**config.mk**
```make
export PLATFORM = sky130hd
export DESIGN_NAME = vr_fault_protection_logic
export DESIGN_NICKNAME = d
export VERILOG_FILES = /design/src/include/vr_fault_pkg.sv /design/src/design/vr_fault_protection_logic.sv
export SDC_FILE = /design/constraint.sdc
export NUM_CORES = 1
export LEC_CHECK = 0
export BUFFER_PORTS_ARGS = -buffer_cell sky130_fd_sc_hd__buf_2
export CAP_MARGIN = 10
export CORE_MARGIN = 2
export CORE_UTILIZATION = 45
export CTS_BUF_LIST = sky130_fd_sc_hd__clkbuf_8
export DETAILED_ROUTE_END_ITERATION = 10
export PLACE_DENSITY = 0.63
export RECOVER_POWER = 50
export SETUP_SLACK_MARGIN = 0.5
export SLEW_MARGIN = 0
export SYNTH_ARGS = -nofsm -noshare
export SYNTH_HDL_FRONTEND = slang
export SYNTH_SLANG_ARGS = --single-unit
```
**constraint.sdc**
```tcl
create_clock -name ref_clk -period 4.26 [get_ports ref_clk]
set_input_delay 0.852 -clock ref_clk [delete_from_list [all_inputs] [get_ports ref_clk]]
set_output_delay 0.852 -clock ref_clk [all_outputs]
set_load 0.05 [all_outputs]
```
**src/include/vr_fault_pkg.sv**
```systemverilog
// Package with timing constants, option encodings and carrier types for fault supervision
package vr_fault_pkg;

    // Clock rate in kHz (125 MHz)
    localparam int unsigned CLK_KHZ            = 125000;

    // Filter times in nanoseconds
    localparam int unsigned OV_FILTER_NS       = 1000;
    localparam int unsigned UV_FILTER_NS       = 3000;
    localparam int unsigned LOCKOUT_FILTER_NS  = 3000;

    // Least times round up to whole cycles
    localparam int unsigned OV_FILTER_CYC      = (OV_FILTER_NS * (CLK_KHZ / 1000) + 999) / 1000;
    localparam int unsigned UV_FILTER_CYC      = (UV_FILTER_NS * (CLK_KHZ / 1000) + 999) / 1000;
    localparam int unsigned LOCKOUT_FILTER_CYC =
        (LOCKOUT_FILTER_NS * (CLK_KHZ / 1000) + 999) / 1000;

    // Filter counter width
    localparam int unsigned FILT_W             = 12;

    // Overcurrent timer width and defaults (cycles)
    localparam int unsigned OC_TIMER_W         = 16;
    localparam logic [15:0] TRIGGER_DELAY_RST  = 16'h0100;
    localparam logic [15:0] ACTION_DELAY_RST   = 16'h0200;
    localparam logic [15:0] SETTLE_DELAY_RST   = 16'h0040;

    // Sustained-limit option encodings (percent of peak threshold)
    localparam logic [1:0] SUST_PCT_OPT0       = 2'h0;
    localparam logic [1:0] SUST_PCT_OPT1       = 2'h1;
    localparam logic [1:0] SUST_PCT_OPT2       = 2'h2;
    localparam logic [1:0] SUST_PCT_OPT3       = 2'h3;

    // Overcurrent sequence states
    typedef enum logic [1:0] {
        OC_IDLE   = 2'b00,
        OC_ACTION = 2'b01,
        OC_SETTLE = 2'b10,
        OC_TRIP   = 2'b11
    } oc_state_t;

    // Raw comparator results from the analog front end
    typedef struct packed {
        logic sustained_over;     // Averaged current above sustained threshold
        logic peak_over;          // Cycle current above peak threshold
        logic over_fixed;         // Sense above 0.9V plus 325mV
        logic over_ref;           // Sense above reference plus 325mV
        logic code_below_0v9;     // Voltage code below 0.9V
        logic below_zero;         // Sense below 0V
        logic under_ref;          // Sense 500mV below reference
        logic vcc_low;            // Controller supply below power-on level
        logic driver_supply_low;  // Driver supply pin below power-on level
        logic companion_ov;       // Overvoltage latched on companion rail
        logic companion_uv;       // Undervoltage latched on companion rail
        logic companion_dac_hi;   // Companion DAC target at or above 1.8V
        logic companion_phase1_sense_neg_hi; // Companion phase-1 neg sense above supply
    } sense_t;

    // Gate drive enables for every phase
    typedef struct packed {
        logic [3:0] high_on;
        logic [3:0] low_on;
    } gate_t;

endpackage

```
**src/design/vr_fault_protection_logic.sv**
```systemverilog
// Fault supervision for the core rail and companion rail control bits
`timescale 1ns/100ps
`default_nettype none

// Operation
// - Sustained limit trips only after averaged current stays high for trigger delay.
// - Peak limit trips at once whenever cycle current exceeds its threshold.
// - Either trip asserts low overcurrent indicator and starts action-delay timer.
// - After action delay and settle, current still high switches off all transistors.
// - Sustained threshold selects a percentage of peak threshold from fixed options.
// - Overvoltage latches against 0.9V+325mV below 0.9V code, else reference+325mV.
// - Overvoltage forces every low side on and every high side off.
// - Overvoltage on either rail sends the other rail into soft shutdown.
// - Overvoltage comparator must hold 1us before the latch sets.
// - Latched overvoltage with output below 0V turns all low sides off.
// - Output back above 0V makes the overvoltage latch drive low sides again.
// - Negative guard only acts once the overvoltage latch is set.
// - Output 500mV under reference sets undervoltage latch, all transistors off.
// - Undervoltage must hold 3us; it also soft-shuts the other rail.
// - Either supply low for 3us locks out and halts all PWM drive.
// - Companion rail disabled by strap rejects all its voltage commands.
// - Companion on-time uses pseudo constant frequency at or above 1.8V target.
module vr_fault_protection_logic (
    input  wire logic                  ref_clk,
    input  wire logic                  resetn,
    input  wire logic                  enable,
    input  wire vr_fault_pkg::sense_t  sense_raw,
    input  wire logic [3:0]            pwm_high_req,
    input  wire logic [3:0]            pwm_low_req,
    input  wire logic [1:0]            sustained_pct_sel,
    input  wire logic [15:0]           trigger_delay_cyc,
    input  wire logic [15:0]           action_delay_cyc,
    input  wire logic                  command_for_companion,
    input  wire logic                  command_valid,
    output var  vr_fault_pkg::gate_t   gate_out,
    output logic                       overcurrent_indicator_n,
    output logic                       companion_soft_shutdown,
    output logic                       command_reject,
    output logic                       companion_on_time_pcf,
    output logic [1:0]                 sustained_pct_out,
    output logic [4:0]                 fault_status
);

    // Two-flop synchroniser on every analog comparator input
    vr_fault_pkg::sense_t sync1_q;
    vr_fault_pkg::sense_t sync2_q;
    always_ff @(posedge ref_clk or negedge resetn) begin
        if (!resetn) begin
            sync1_q <= '0;
            sync2_q <= '0;
        end else begin
            sync1_q <= sense_raw;
            sync2_q <= sync1_q;
        end
    end

    // Enable pin passes two flops, then a rising edge detect for latch re-cycle
    logic enable_s1_q;
    logic enable_s2_q;
    logic enable_q;
    logic enable_d;
    logic enable_rise;
    assign enable_d    = enable_s2_q;
    assign enable_rise = enable_s2_q & ~enable_q;

    // Saturating filter step shared by voltage filters
    function automatic logic [11:0] filt_step(input logic cond, input logic [11:0] cnt,
                                              input int unsigned lim);
        if (!cond)
            filt_step = '0;
        else if (cnt < lim[11:0])
            filt_step = cnt + 12'h001;
        else
            filt_step = cnt;
    endfunction

    // Voltage fault state: filters and latches
    logic [11:0] ov_cnt_q;
    logic [11:0] ov_cnt_d;
    logic [11:0] uv_cnt_q;
    logic [11:0] uv_cnt_d;
    logic [11:0] lk_cnt_q;
    logic [11:0] lk_cnt_d;
    logic        ov_latch_q;
    logic        ov_latch_d;
    logic        uv_latch_q;
    logic        uv_latch_d;
    logic        lockout_q;
    logic        lockout_d;
    logic        ov_cond;
    logic        lk_cond;
    always_comb begin
        // Threshold choice follows voltage code
        ov_cond = sync2_q.code_below_0v9 ? sync2_q.over_fixed : sync2_q.over_ref;
        lk_cond = sync2_q.vcc_low | sync2_q.driver_supply_low;
        ov_cnt_d = filt_step(ov_cond, ov_cnt_q, vr_fault_pkg::OV_FILTER_CYC);
        uv_cnt_d = filt_step(sync2_q.under_ref, uv_cnt_q, vr_fault_pkg::UV_FILTER_CYC);
        lk_cnt_d = filt_step(lk_cond, lk_cnt_q, vr_fault_pkg::LOCKOUT_FILTER_CYC);
        ov_latch_d = ov_latch_q;
        uv_latch_d = uv_latch_q;
        if (enable_rise) begin
            ov_latch_d = 1'b0;
            uv_latch_d = 1'b0;
        end
        // Set beats re-cycle clear
        if (ov_cnt_q == 12'(vr_fault_pkg::OV_FILTER_CYC) && ov_cond) begin
            ov_latch_d = 1'b1;
        end
        if (uv_cnt_q == 12'(vr_fault_pkg::UV_FILTER_CYC) && sync2_q.under_ref) begin
            uv_latch_d = 1'b1;
        end
        // Lockout follows the filtered supply level
        lockout_d = (lk_cnt_q == 12'(vr_fault_pkg::LOCKOUT_FILTER_CYC)) && lk_cond;
    end

    always_ff @(posedge ref_clk or negedge resetn) begin
        if (!resetn) begin
            ov_cnt_q   <= '0;
            uv_cnt_q   <= '0;
            lk_cnt_q   <= '0;
            ov_latch_q <= 1'b0;
            uv_latch_q <= 1'b0;
            lockout_q  <= 1'b0;
            enable_s1_q <= 1'b0;
            enable_s2_q <= 1'b0;
            enable_q   <= 1'b0;
        end else begin
            ov_cnt_q   <= ov_cnt_d;
            uv_cnt_q   <= uv_cnt_d;
            lk_cnt_q   <= lk_cnt_d;
            ov_latch_q <= ov_latch_d;
            uv_latch_q <= uv_latch_d;
            lockout_q  <= lockout_d;
            enable_s1_q <= enable;
            enable_s2_q <= enable_s1_q;
            enable_q   <= enable_d;
        end
    end

    // Overcurrent sequence: trigger delay, action delay, settle, trip
    vr_fault_pkg::oc_state_t oc_state_q;
    vr_fault_pkg::oc_state_t oc_state_d;
    logic [15:0] sust_cnt_q;
    logic [15:0] sust_cnt_d;
    logic [15:0] oc_tmr_q;
    logic [15:0] oc_tmr_d;
    logic        sust_trip;
    logic        oc_any;
    always_comb begin
        // Sustained limit needs continuous excess for trigger delay
        if (!sync2_q.sustained_over)
            sust_cnt_d = '0;
        else if (sust_cnt_q < trigger_delay_cyc)
            sust_cnt_d = sust_cnt_q + 16'h0001;
        else
            sust_cnt_d = sust_cnt_q;
        sust_trip  = sync2_q.sustained_over && (sust_cnt_q >= trigger_delay_cyc);
        oc_any     = sust_trip | sync2_q.peak_over;
        oc_state_d = oc_state_q;
        oc_tmr_d   = oc_tmr_q;
        case (oc_state_q)
            vr_fault_pkg::OC_IDLE: begin
                if (oc_any) begin
                    oc_state_d = vr_fault_pkg::OC_ACTION;
                    oc_tmr_d   = '0;
                end
            end
            vr_fault_pkg::OC_ACTION: begin
                if (oc_tmr_q >= action_delay_cyc) begin
                    oc_state_d = vr_fault_pkg::OC_SETTLE;
                    oc_tmr_d   = '0;
                end else begin
                    oc_tmr_d = oc_tmr_q + 16'h0001;
                end
            end
            vr_fault_pkg::OC_SETTLE: begin
                if (oc_tmr_q >= vr_fault_pkg::SETTLE_DELAY_RST) begin
                    // Still above threshold trips, else the event is dropped
                    oc_state_d = (sync2_q.sustained_over | sync2_q.peak_over) ?
                                 vr_fault_pkg::OC_TRIP : vr_fault_pkg::OC_IDLE;
                    oc_tmr_d   = '0;
                end else begin
                    oc_tmr_d = oc_tmr_q + 16'h0001;
                end
            end
            vr_fault_pkg::OC_TRIP: begin
                if (enable_rise)
                    oc_state_d = vr_fault_pkg::OC_IDLE;
            end
            default: oc_state_d = vr_fault_pkg::OC_IDLE;
        endcase
    end

    always_ff @(posedge ref_clk or negedge resetn) begin
        if (!resetn) begin
            oc_state_q <= vr_fault_pkg::OC_IDLE;
            sust_cnt_q <= '0;
            oc_tmr_q   <= '0;
        end else begin
            oc_state_q <= oc_state_d;
            sust_cnt_q <= sust_cnt_d;
            oc_tmr_q   <= oc_tmr_d;
        end
    end

    // Companion rail faults soft-shut this rail below the local latches
    logic other_fault;
    assign other_fault = sync2_q.companion_ov | sync2_q.companion_uv;

    // Registered outputs: gate forcing, indicator and companion control
    vr_fault_pkg::gate_t gate_d;
    logic       oc_ind_n_d;
    logic       soft_sd_d;
    logic       reject_d;
    logic       pcf_d;
    logic [4:0] status_d;
    always_comb begin
        gate_d.high_on = pwm_high_req;
        gate_d.low_on  = pwm_low_req;
        if (lockout_q || uv_latch_q || oc_state_q == vr_fault_pkg::OC_TRIP) begin
            gate_d = '0;
        end else if (ov_latch_q) begin
            gate_d.high_on = 4'h0;
            // Negative guard only under latched overvoltage
            gate_d.low_on  = sync2_q.below_zero ? 4'h0 : 4'hF;
        end else if (other_fault) begin
            gate_d = '0;
        end
        oc_ind_n_d = (oc_state_q == vr_fault_pkg::OC_IDLE) && !oc_any;
        soft_sd_d  = ov_latch_q | uv_latch_q;
        reject_d   = command_valid && command_for_companion
                     && sync2_q.companion_phase1_sense_neg_hi;
        pcf_d      = sync2_q.companion_dac_hi;
        status_d   = {lockout_q, uv_latch_q, ov_latch_q,
                      ov_latch_q & sync2_q.below_zero, oc_state_q == vr_fault_pkg::OC_TRIP};
    end

    always_ff @(posedge ref_clk or negedge resetn) begin
        if (!resetn) begin
            gate_out                <= '0;
            overcurrent_indicator_n <= 1'b1;
            companion_soft_shutdown <= 1'b0;
            command_reject          <= 1'b0;
            companion_on_time_pcf   <= 1'b0;
            sustained_pct_out       <= vr_fault_pkg::SUST_PCT_OPT0;
            fault_status            <= '0;
        end else begin
            gate_out                <= gate_d;
            overcurrent_indicator_n <= oc_ind_n_d;
            companion_soft_shutdown <= soft_sd_d;
            command_reject          <= reject_d;
            companion_on_time_pcf   <= pcf_d;
            sustained_pct_out       <= sustained_pct_sel;
            fault_status            <= status_d;
        end
    end

endmodule
`default_nettype wire

```
; ---- Word-level counts from Yosys, hierarchy flattened
; Index checks and enable logic that the tools add are counted.
[totals]
regBits = 121
in_bits = 60
output_inout_bits = 19
word_cells = 122
[classes]
addsub = 5
n_lt_le_gt_ge = 7
eq_ne = 14
n_mux = 26
bitwise_logic = 8
n_reduce_logical = 16
[ops]
columns = op, n
row1 = 16-bit two-way mux, 5
row2 = 12-bit two-way mux, 6
row3 = 16-bit one-hot mux with 3 select lines, 1
row4 = "12-bit by 1-bit adder with 12-bit output, second input constant", 3
row5 = "16-bit by 1-bit adder with 16-bit output, second input constant", 2
row6 = 16-bit greater-or-equal comparator, 2
row7 = "12-bit by 9-bit equality test with 1-bit output, second input constant", 2
row8 = "12-bit by 9-bit < comparator with 1-bit output, second input constant", 2
row9 = 8-bit two-way mux, 3
row10 = "16-bit by 7-bit greater-or-equal comparator with 1-bit output, second input constant", 1
row11 = 16-bit < comparator, 1
row12 = "12-bit by 7-bit equality test with 1-bit output, second input constant", 1
row13 = "12-bit by 7-bit < comparator with 1-bit output, second input constant", 1
row14 = 2-bit two-way mux, 5
row15 = "2-bit by 1-bit inequality test with 1-bit output, second input constant", 4
row16 = "2-bit inequality test, second input constant", 4
row17 = 2-bit one-hot mux with 4 select lines, 1
row18 = 1-bit logical AND, 7
row19 = 1-bit bitwise OR, 5
row20 = "2-bit equality test, second input constant", 2
row21 = 1-bit two-way mux, 4
row22 = 4-bit two-way mux, 1
row23 = 4-bit AND reduction, 1
row24 = 2-bit nonzero test, 2
row25 = 8 further kinds, 10

; ---- Longest topological paths before layout
; Gate-level depths: netlist of the first run.
[depth]
depth_word = 5
depth_mapped = 10
depth_no_buf = 8

; ---- Least setup slack after synthesis of the first run
; Ideal clock, no wire load.
[synth_timing]
path_kind = input-to-reg
from = in trigger_delay_cyc[15]
to = reg sust_cnt_q[1]
setup_ns = 0.132
t_arrival_ns = 2.595
required_time_ns = 4.128
setup_slack_ns = 1.534
path_stages = 10
path_buffers = 2
path_cell_list = inv_1 -> ha_1 -> nand4_1 -> nor4_2 -> a21bo_2 -> nand3_1 -> buf_2 -> buf_4 -> mux2i_1 -> nor2_1
[synth_via]
elab_chain_len = 2
[synth_lines]
columns = item, line
row1 = from (decl), vr_fault_protection_logic.sv:31  ; input wire logic [15:0] trigger_delay_cyc,
row2 = 16-bit < comparator, vr_fault_protection_logic.sv:153  ; else if (sust_cnt_q < trigger_delay_cyc)
row3 = 2-bit by 1-bit inequality test with 1-bit output (no line), --
row4 = to (signal assigned), vr_fault_protection_logic.sv:201  ; sust_cnt_q <= sust_cnt_d;
row5 = to (decl), vr_fault_protection_logic.sv:143  ; logic [15:0] sust_cnt_q;
; No other way between the ends.
; A chain may end at the register's enable or synchronous reset.

; ---- Worst setup path in the final report of the first run
[layout_timing]
from = in trigger_delay_cyc[5]
to = reg sust_cnt_q[5]
; Same word-level chain as after synthesis.

==> impl_metrics.json, run 1 <==
{
  "status": "complete, but fails checks",
  "violations": "max-capacitance violations, max-slew violations",
  "die_h_um": 119.8,
  "crit_arrival_ns": 3.35,
  "route.detailed.drc": 0,
  "cts_setup_buffers": 0,
  "synth_area_um2": 6031,
  "antenna_found_initial": 0,
  "cp_top_family": "simple AND/OR/NAND/NOR gates",
  "cp_num_buf_inv": 2,
  "setup.worst_path.class": "in2reg",
  "synth_edf_count": 0,
  "avgViaCountPerCell": 5.312,
  "ys_seq_area_frac": 0.5023,
  "drt_iter0_markers": 266,
  "cts_max_level": 4,
  "dr.pass1.iters": 4,
  "yosys_register_bits": 121,
  "row_count": 42,
  "synth_top_family_by_area": "simple AND/OR/NAND/NOR gates",
  "grt_first_pass_wirelength_um": 20710,
  "fin_skew_ns": 0.01017,
  "multi_input_area_um2": 2749,
  "yosysTopAreaCell": "dfrtp_1",
  "clockRootBuffer": "clkbuf_8",
  "ctsResizeCount": 0,
  "synthSimpleGateAreaFrac": 0.1782,
  "first_global_vias": 4557,
  "num_antenna_cells": 0,
  "post_synth_num_cell_types": 60,
  "maxCapViolCount": 1,
  "post-route-period-util": 0.7057,
  "fin_ws_ns": 1.254,
  "crit_path_max_fanout": 23,
  "cts_tree": "built",
  "clkTransAtPathRegs_ns": 0.07,
  "grt_max_degree": 85,
  "r2r-start": "sust_cnt_q[5]",
  "finalNetCount": 764,
  "place.port_buffers": 78,
  "r2r_end": "sust_cnt_q[5]",
  "synth_compound_area_frac": 0.1261,
  "critPathLaunchType": "input pin",
  "gp_congestion": 0.8313,
  "cts_buffers": 17,
  "ioPinCount": 79,
  "min_to": "sync2_q[3]",
  "dieArea_um2": 14340,
  "final-setup-viol-count": 0,
  "rsz0062_at_grt": "no",
  "fin_setup_tns_ns": 0,
  "drt-total-wl_um": 11760,
  "slew_headroom": -0.3288,
  "p_leak_uw": 0.003397,
  "critPathRequiredTime_ns": 4.61,
  "cts_buffer_depth": 2,
  "syn_inst": 575,
  "routed-via-count": 4510,
  "yosysWarnings": 0,
  "area_growth_pct": 16.04,
  "hold_depth": 0,
  "place_hpwl_um": 8497,
  "wire_per_inst_um": 13.85,
  "fin_util": 0.5305,
  "path_cells": "buf_2 -> inv_1 -> ha_1 -> a21oi_1 -> o21ai_0 -> a21oi_2 -> nand3_1 -> or4_1 -> a21oi_1",
  "critPathCaptureType": "flop",
  "slew_violations": 85,
  "vdd_ir_drop_max_mv": 0.2506,
  "ant_nets": 0,
  "synth_top_area_frac": 0.4979,
  "dp_slack_ns": 0.7882,
  "syn_area_per_cell_um2": 10.49,
  "ys.flop_type": "dfrtp_1",
  "die_w_um": 119.8,
  "fill_cells": 1199,
  "grt_usage": 0.1805,
  "rrSetupSlack_ns": 1.36,
  "async_reset_ff_frac": 1.000,
  "post_dp_cell_area_um2": 6605,
  "synthAdderAreaFrac": 0.09129,
  "fmax_mhz": 332.6,
  "reg2reg_depth": 7,
  "worstHoldStart": "sync1_q[3]",
  "coreArea_um2": 13190,
  "insertion_delay_ns": 0.43,
  "yosys-top-cells-count": "120 x dfrtp_1, 49 x inv_1, 44 x ha_1, 38 x nor2_1, 37 x nand2_1",
  "design_area_um2": 6998,
  "hold_violations": 0,
  "initial_core_util": 0.4572,
  "drive_gt1_frac": 0.1872,
  "synth_nets": 679,
  "max_slew.worst_pin.slew_ns": 1.993,
  "ff_latch_area_um2": 3029,
  "synthTopCellsByArea": "dfrtp_1 50%, ha_1 9.1%, inv_1 3.0%",
  "min_period_ns": 3.006,
  "synth_xor_area_frac": 0.04357,
  "min_path_type": "reg2reg",
  "slowest_stage": "or4_1",
  "synth_most_common_cell": "dfrtp_1",
  "worst_path_largest_cell_delay_ns": 0.72,
  "power_density_nw_per_um2": 413.9,
  "timing.critical_path.mode_cell": "a21oi_1",
  "gr-total-overflow": 0,
  "cts_sinks": 121,
  "synthMuxAreaShare": 0.01660,
  "cts_hold_buf": 0
}
## flip-flops by register name, summed over array words and instances (netlist names), 2 cells and up
name,cells
fault_status,5
gate_out,8
lk_cnt_q,12
oc_state_q,2
oc_tmr_q,16
ov_cnt_q,12
sust_cnt_q,16
sustained_pct_out,2
sync1_q,13
sync2_q,12
uv_cnt_q,12
## where the power goes
part | switching [uW] | internal [uW]
logic | 400 | 204
registers | 60.9 | 1220
clock network | 436 | 571
## placed cells by master (no fill, tap or decap), types with 18 or more instances in the layout
cell type,count
clkbuf_8,21
xnor2_1,18
a21oi_1,29
nand3_1,22
buf_2,77
nand2_1,37
dfrtp_1,120
ha_1,44
nor2_1,38
inv_1,52
## metrics by stage
| step | hold WS (ns) | instances | total power, uW |
|---|---|---|---|
| floorplan | 0.3312 | 575 | 1728 |
| global placement | 0.3329 | 817 | 1891 |
| detailed placement | 0.3347 | 817 | 1914 |
| CTS | 0.3421 | 849 | 2932 |
| global route | 0.3552 | 849 | 3064 |
| finish | 0.3404 | 849 | 2896 |
## kinds of logic after synthesis
| logic type | Yosys count |
|---|---|
| flops | 121 |
| compound gates | 104 |
| xor+xnor | 30 |
| buf+inv | 65 |
| fa+ha+maj | 44 |
| simple gates | 201 |
| mux | 10 |
## area by class of cell
type                            count  share of cell area
Clock inverter                     11             0.01520
Timing Repair Buffer               82             0.06008
Clock buffer                       21             0.04130
Multi-Input combinational cell    389              0.3928
Inverter                           49             0.02628
Tap cell                          176             0.03147
Sequential cell                   121              0.4329
## metal layers
layer / vias up / GRT usage / part of all wire
li1: 2209 / - / -
met1: 2197 / 0.2318 / 0.45
met2: 91 / 0.2996 / 0.49
met3: 13 / 0.04753 / 0.044
met4: 0 / 0.05588 / 0.012
met5: - / 0 / 0
## how the worst max path moves through the flow
| stage | startpoint | end | depth (start not counted) |
|---|---|---|---|
| after global routing | trigger_delay_cyc[5] | sust_cnt_q[6] | 9 |
| after floorplan | trigger_delay_cyc[15] | sust_cnt_q[1] | 10 |
| after detailed placement | trigger_delay_cyc[5] | sust_cnt_q[5] | 9 |
| after global placement | trigger_delay_cyc[5] | sust_cnt_q[7] | 9 |
| final | trigger_delay_cyc[5] | sust_cnt_q[5] | 9 |
| after CTS | trigger_delay_cyc[5] | sust_cnt_q[5] | 9 |
## worst register-to-register path, delay by kind of cell (launching register included)
family | cells | cell delay, ns
AO/OA/AOI/OAI | 4 | 0.76
flip-flops | 1 | 0.42
AND/OR/NAND/NOR | 2 | 1.34
adder cells (fa/ha/maj) | 1 | 0.31
(Power assumes the default switching activity.)
==> run 2, diff against run 1 <==
ABC_AREA = 1   (was unset)
PLACE_DENSITY = 0.65   (was 0.63)
clock period = 2.59 ns   (was 4.26 ns; I/O delays follow)
==> run 2 against run 1 <==
Net effect:
- the run now ends clean
- highest routed layer unchanged
- non-clock buffer count increased by 20
- clock-buffer cell count decreased by 1
- setup slack got worse by 0.64 ns
- hold slack got worse by 0.16 ns
- clock power increased by 70%
- synthesized cell count increased by 29%
==> impl_metrics.json, run 2 <==
{
  "coreArea_um2": 13770,
  "status": "complete, no violations",
  "synth_most_common_cell": "nand2_1",
  "max_slew.worst_pin.slew_ns": 1.001,
  "grt_first_pass_wirelength_um": 20960,
  "drt-total-wl_um": 12520,
  "slew_violations": 0,
  "power_density_nw_per_um2": 634.8,
  "r2r_end": "oc_tmr_q[2]",
  "min_to": "sync1_q[9]",
  "avgViaCountPerCell": 4.840,
  "post_synth_num_cell_types": 39,
  "ys.flop_type": "dfrtp_1",
  "cts_tree": "built",
  "p_clk_frac": 0.357,
  "cts_buffer_depth": 2,
  "drive_gt1_frac": 0.1917,
  "yosys-top-cells-count": "145 x nand2_1, 132 x inv_1, 120 x dfrtp_1, 68 x nor2_1, 44 x ha_1",
  "fin_cells": 1051,
  "synth_compound_area_frac": 0.07491,
  "insertion_delay_ns": 0.44,
  "switchingPower_uw": 1464,
  "cts_buffers": 17,
  "synth_nets": 848,
  "reg2reg_depth": 10,
  "maxCapViolCount": 0,
  "ioPinCount": 79,
  "fill_cells": 1301,
  "worst_path_largest_cell_delay_ns": 0.43,
  "timing.critical_path.mode_cell": "nand2_8",
  "fin_skew_ns": 0.006182,
  "drt_iter0_markers": 254,
  "fin_setup_tns_ns": 0,
  "synthTopCellsByArea": "dfrtp_1 48%, ha_1 8.7%, nand2_1 8.6%",
  "critPathLaunchType": "flop",
  "setup.worst_path.class": "reg2reg",
  "synth_area_um2": 6297,
  "yosys_register_bits": 121,
  "place.port_buffers": 78,
  "clkTransAtPathRegs_ns": 0.07,
  "rrSetupSlack_ns": 0.61,
  "ys_seq_area_frac": 0.4810,
  "finalNetCount": 962,
  "dr.pass1.iters": 4,
  "die_h_um": 122.3,
  "gr-total-overflow": 0,
  "synthAdderAreaFrac": 0.08742,
  "wire_per_inst_um": 11.91,
  "worstHoldStart": "sense_raw[9]",
  "clockRootBuffer": "clkbuf_8",
  "seqPwrFrac": 0.430,
  "fin_ws_ns": 0.6150,
  "synth_top_area_frac": 0.4769,
  "hold_depth": 1,
  "routed-via-count": 5087,
  "ant_nets": 0,
  "slew_headroom": 0.3325,
  "final-setup-viol-count": 0,
  "path_cells": "ha_1 -> a21oi_1 -> o21ai_1 -> a21oi_2 -> nand2_4 -> nand2_8 -> nand2_8 -> clkbuf_16 -> nand4_1 -> nand2_1",
  "cts_sinks": 121,
  "hold_violations": 0,
  "synthMuxAreaShare": 0,
  "final_cell_mix": "142 x nand2_1, 136 x inv_1, 110 x dfrtp_1",
  "yosysTopAreaCell": "dfrtp_1",
  "fmax_mhz": 506.3,
  "min_path_type": "in2reg",
  "min_period_ns": 1.975,
  "gp_congestion": 0.8266,
  "grt_max_degree": 65,
  "comb_power_share": 0.212,
  "p_leak_uw": 0.004003,
  "crit_arrival_ns": 2.31,
  "place_hpwl_um": 9076,
  "yosysWarnings": 0,
  "vdd_ir_drop_max_mv": 0.5013,
  "synth_edf_count": 0,
  "row_count": 43,
  "antenna_found_initial": 0,
  "dieArea_um2": 14960,
  "power_uw": 4820,
  "slowest_stage": "dfrtp_2",
  "rsz0062_at_grt": "yes",
  "route.detailed.drc": 0,
  "area_growth_pct": 20.56,
  "dp_slack_ns": 0.3485,
  "fin_util": 0.5512,
  "grt_usage": 0.1791,
  "cts_max_level": 4,
  "internal_power_uw": 3356,
  "syn_area_per_cell_um2": 8.464,
  "first_global_vias": 4589,
  "swShare": 0.3038,
  "synth_top_family_by_area": "simple AND/OR/NAND/NOR gates",
  "critPathRequiredTime_ns": 2.92,
  "syn_inst": 744,
  "r2r-start": "sust_cnt_q[13]",
  "synth_xor_area_frac": 0.02503,
  "synthSimpleGateAreaFrac": 0.2442,
  "layout_commonest_cell": "nand2_1",
  "die_w_um": 122.3,
  "reg_top3": "oc_tmr_q: 16 flops, sust_cnt_q: 16 flops, sync1_q: 13 flops",
  "crit_path_max_fanout": 8,
  "initial_core_util": 0.4572,
  "critPathCaptureType": "flop",
  "placedCellCount": 1000,
  "async_reset_ff_frac": 1.000,
  "post-route-period-util": 0.7625,
  "num_antenna_cells": 0
}
## run 2: cell types whose count changed in the layout (fill, tap and decap cells not counted), sizes merged, moves of 11 or more
cell | before | now
nand2 | 37 | 153
inv | 52 | 139
nor2 | 38 | 72
o21ai | 13 | 43
and2 | 20 | 0
nand4 | 14 | 34
buf | 81 | 99
nand3 | 22 | 40
nor3 | 6 | 24
xnor2 | 18 | 0
o31ai | 16 | 3
nor2b | 11 | 0
## run 2: timing repair
item                                   CTS  global route
resized for setup                        0            22
setup endpoints to repair                0            21
buffers inserted                         0            17
hold buffers                             1             0
endpoints found under the hold margin   14             0
## run 2: worst max path at each step
stage	cells after the start	endpoint	from	slack [ns]
after floorplan	11	oc_tmr_q[10]	trigger_delay_cyc[11]	0.67
after global routing	3	lk_cnt_q[5]	resetn	0.48
after CTS	11	oc_tmr_q[4]	oc_tmr_q[3]	0.52
after global placement	12	oc_tmr_q[0]	trigger_delay_cyc[15]	0.38
final	10	oc_tmr_q[2]	sust_cnt_q[13]	0.61
after detailed placement	12	oc_tmr_q[15]	trigger_delay_cyc[11]	0.35
## run 2: layer usage
layer  wire length (um)  share of wire  global-route usage
met1               5850           0.47              0.2374
met2               5896           0.47              0.2795
met3                536          0.043             0.04740
met4                239          0.019             0.07399
met5                  0              0                   0
## run 2: final cells by class
type	count	area (um2)	share of cell area
Tap cell	180	225.2	0.02966
Timing Repair Buffer	102	626.9	0.08256
Multi-Input combinational cell	481	2784	0.3667
Clock inverter	12	132.6	0.01747
Clock buffer	20	275.3	0.03626
Inverter	135	506.7	0.06674
Sequential cell	121	3042	0.4006
## run 2: power by group through the flow
stage / logic, uW / registers (uW) / clock network (uW)
after floorplan: 582 / 2170 / 0
after global placement: 907 / 2110 / 0
after detailed placement: 916 / 2110 / 0
after CTS: 919 / 2080 / 1770
after global routing: 1150 / 2090 / 1860
final: 1020 / 2070 / 1720
## run 2: metrics by stage
step                area, um2  hold WS [ns]
global placement         6922        0.3321
floorplan                6297        0.2224
global route             7592        0.1473
CTS                      7340        0.1511
finish                   7592        0.1775
detailed placement       6922        0.3347
## run 2: cells by family (layout without fill, tap and decap cells)
logic type	after synthesis	after routing
compound gates	86	86
xor+xnor	18	18
fa+ha+maj	44	44
buf+inv	142	269
flops	121	121
simple gates	333	333
## run 2: critical path, delay by kind of cell (launching register included)
family	cells	cell delay (ns)
simple gates	5	0.51
fa+ha+maj	1	0.29
buf+inv	1	0.19
compound gates	3	0.44
flops	1	0.43
==> run 3, diff against run 2 <==
PLACE_DENSITY = 0.62   (was 0.65)
clock period = 1.9 ns   (was 2.59 ns; I/O delays follow)
==> run 3 against run 2 <==
Net effect:
- fmax grew 6.1%
- combinational power grew 68%
- final cell count grew 6.7%
==> impl_metrics.json, run 3 (synthesis results as in run 2) <==
{
  "status": "complete, no violations",
  "rsz0062_at_grt": "yes",
  "power_density_nw_per_um2": 767.7,
  "slew_violations": 0,
  "crit_path_max_fanout": 3,
  "row_count": 43,
  "crit_arrival_ns": 2.22,
  "setup.worst_path.class": "reg2reg",
  "avgViaCountPerCell": 5.050,
  "ioPinCount": 79,
  "reg2reg_depth": 13,
  "grt_max_degree": 48,
  "fin_util": 0.6386,
  "insertion_delay_ns": 0.43,
  "fin_skew_ns": 0.008877,
  "maxCapViolCount": 0,
  "final-setup-viol-count": 0,
  "finalNetCount": 1032,
  "post-route-period-util": 0.9797,
  "hold_depth": 1,
  "max_slew.worst_pin.slew_ns": 0.7628,
  "slew_headroom": 0.4915,
  "worst_path_largest_cell_delay_ns": 0.42,
  "critPathLaunchType": "flop",
  "clkTransAtPathRegs_ns": 0.07,
  "timing.critical_path.mode_cell": "buf_4",
  "critPathCaptureType": "flop",
  "vdd_ir_drop_max_mv": 0.6747,
  "dr.pass1.iters": 4,
  "multi_input_area_um2": 3329,
  "r2r-start": "sust_cnt_q[1]",
  "gp_congestion": 0.9183,
  "antenna_found_initial": 0,
  "cts_buffer_depth": 2,
  "routed-via-count": 5661,
  "die_h_um": 122.3,
  "min_period_ns": 1.861,
  "drive_gt1_frac": 0.3645,
  "p_leak_uw": 0.004446,
  "power_uw": 6753,
  "die_w_um": 122.3,
  "cts_max_level": 4,
  "post_dp_cell_area_um2": 7279,
  "critPathRequiredTime_ns": 2.26,
  "grt_usage": 0.2129,
  "cts_buffers": 17,
  "num_antenna_cells": 0,
  "critical_path.endpoint": "sust_cnt_q[4]",
  "coreArea_um2": 13770,
  "fin_setup_tns_ns": 0,
  "fill_cells": 1139,
  "wire_per_inst_um": 14.25,
  "initial_core_util": 0.4572,
  "hold_violations": 0,
  "r2r_end": "sust_cnt_q[4]",
  "drt_iter0_markers": 355,
  "ff_latch_area_um2": 3032,
  "area_growth_pct": 39.68,
  "clockRootBuffer": "clkbuf_8",
  "min_path_type": "in2reg",
  "grt_first_pass_wirelength_um": 25100,
  "gr-total-overflow": 0,
  "final_cell_mix": "118 x inv_1, 118 x dfrtp_1, 117 x nand2_1",
  "fmax_mhz": 537.2,
  "design_area_um2": 8796,
  "cts_tree": "built",
  "place_hpwl_um": 10330,
  "reg_top3": "oc_tmr_q: 16 flops, sust_cnt_q: 16 flops, sync1_q: 13 flops",
  "rrSetupSlack_ns": 0.04,
  "cts_sinks": 121,
  "slowest_stage": "dfrtp_1",
  "place.port_buffers": 78,
  "ant_nets": 0,
  "startpoint": "sust_cnt_q[1]",
  "route.detailed.drc": 0,
  "drt-total-wl_um": 15980,
  "first_global_vias": 5640,
  "path_cells": "buf_4 -> buf_6 -> buf_6 -> ha_4 -> inv_4 -> nor3_4 -> buf_4 -> buf_4 -> buf_4 -> buf_4 -> nor2_1 -> nor2_1 -> a21oi_2",
  "dieArea_um2": 14960
}
[run 3: worst max-delay path, delay by kind of cell, from the launching register on]
| kind | cells | cell delay [ns] |
|---|---|---|
| buf+inv | 8 | 0.92 |
| flops | 1 | 0.42 |
| simple gates | 3 | 0.17 |
| fa+ha+maj | 1 | 0.16 |
| compound gates | 1 | 0.11 |
[run 3: layer usage]
metal	track usage	routed length, um
met4	0.08261	254
met5	0	0
met3	0.04833	495
met2	0.3635	8213
met1	0.2621	7015
[run 3: area by class of cell]
| class | count | area share |
|---|---|---|
| Clock buffer | 19 | 0.02973 |
| Clock inverter | 13 | 0.01337 |
| Inverter | 135 | 0.06017 |
| Multi-Input combinational cell | 481 | 0.3785 |
| Sequential cell | 121 | 0.3447 |
| Tap cell | 180 | 0.02560 |
| Timing Repair Buffer | 171 | 0.1469 |
| Timing Repair inverter | 1 | 0.0009957 |
[run 3: repair_timing]
item / CTS / global route
hold buffers: 1 / 0
pin swaps: 23 / 32
cloned: 1 / 1
setup endpoints to repair: 74 / 84
hold endpoints to repair: 26 / 0
buffers inserted: 26 / 19
gates resized for setup: 111 / 110
[run 3: power by group]
group	switching, uW	total [uW]	internal (uW)	leakage (uW)
Clock	1090	2200	1110	0.000181
Sequential	115	2840	2730	0.00159
Combinational	1050	1710	662	0.00268
Total	2260	6750	4500	0.00445
[run 3: how the worst min path moves through the flow]
stage                            start              to  slack (ns)
final                     sense_raw[0]      sync1_q[0]        0.05
after global routing      sense_raw[0]      sync1_q[0]       0.009
after CTS                 sense_raw[0]      sync1_q[0]        0.02
after detailed placement    sync1_q[3]      sync2_q[3]        0.33
after global placement      sync1_q[0]      sync2_q[0]        0.33
after floorplan                 resetn  command_reject        0.08
[run 3: metrics by stage]
step	setup WS, ns	instances	hold slack (ns)
after floorplan	0.1313	744	0.08441
after global placement	-0.1030	1041	0.3329
after detailed placement	-0.1249	1041	0.3347
after CTS	0.08178	1101	0.01915
after global routing	-0.08256	1121	0.008609
final	0.03859	1121	0.04818
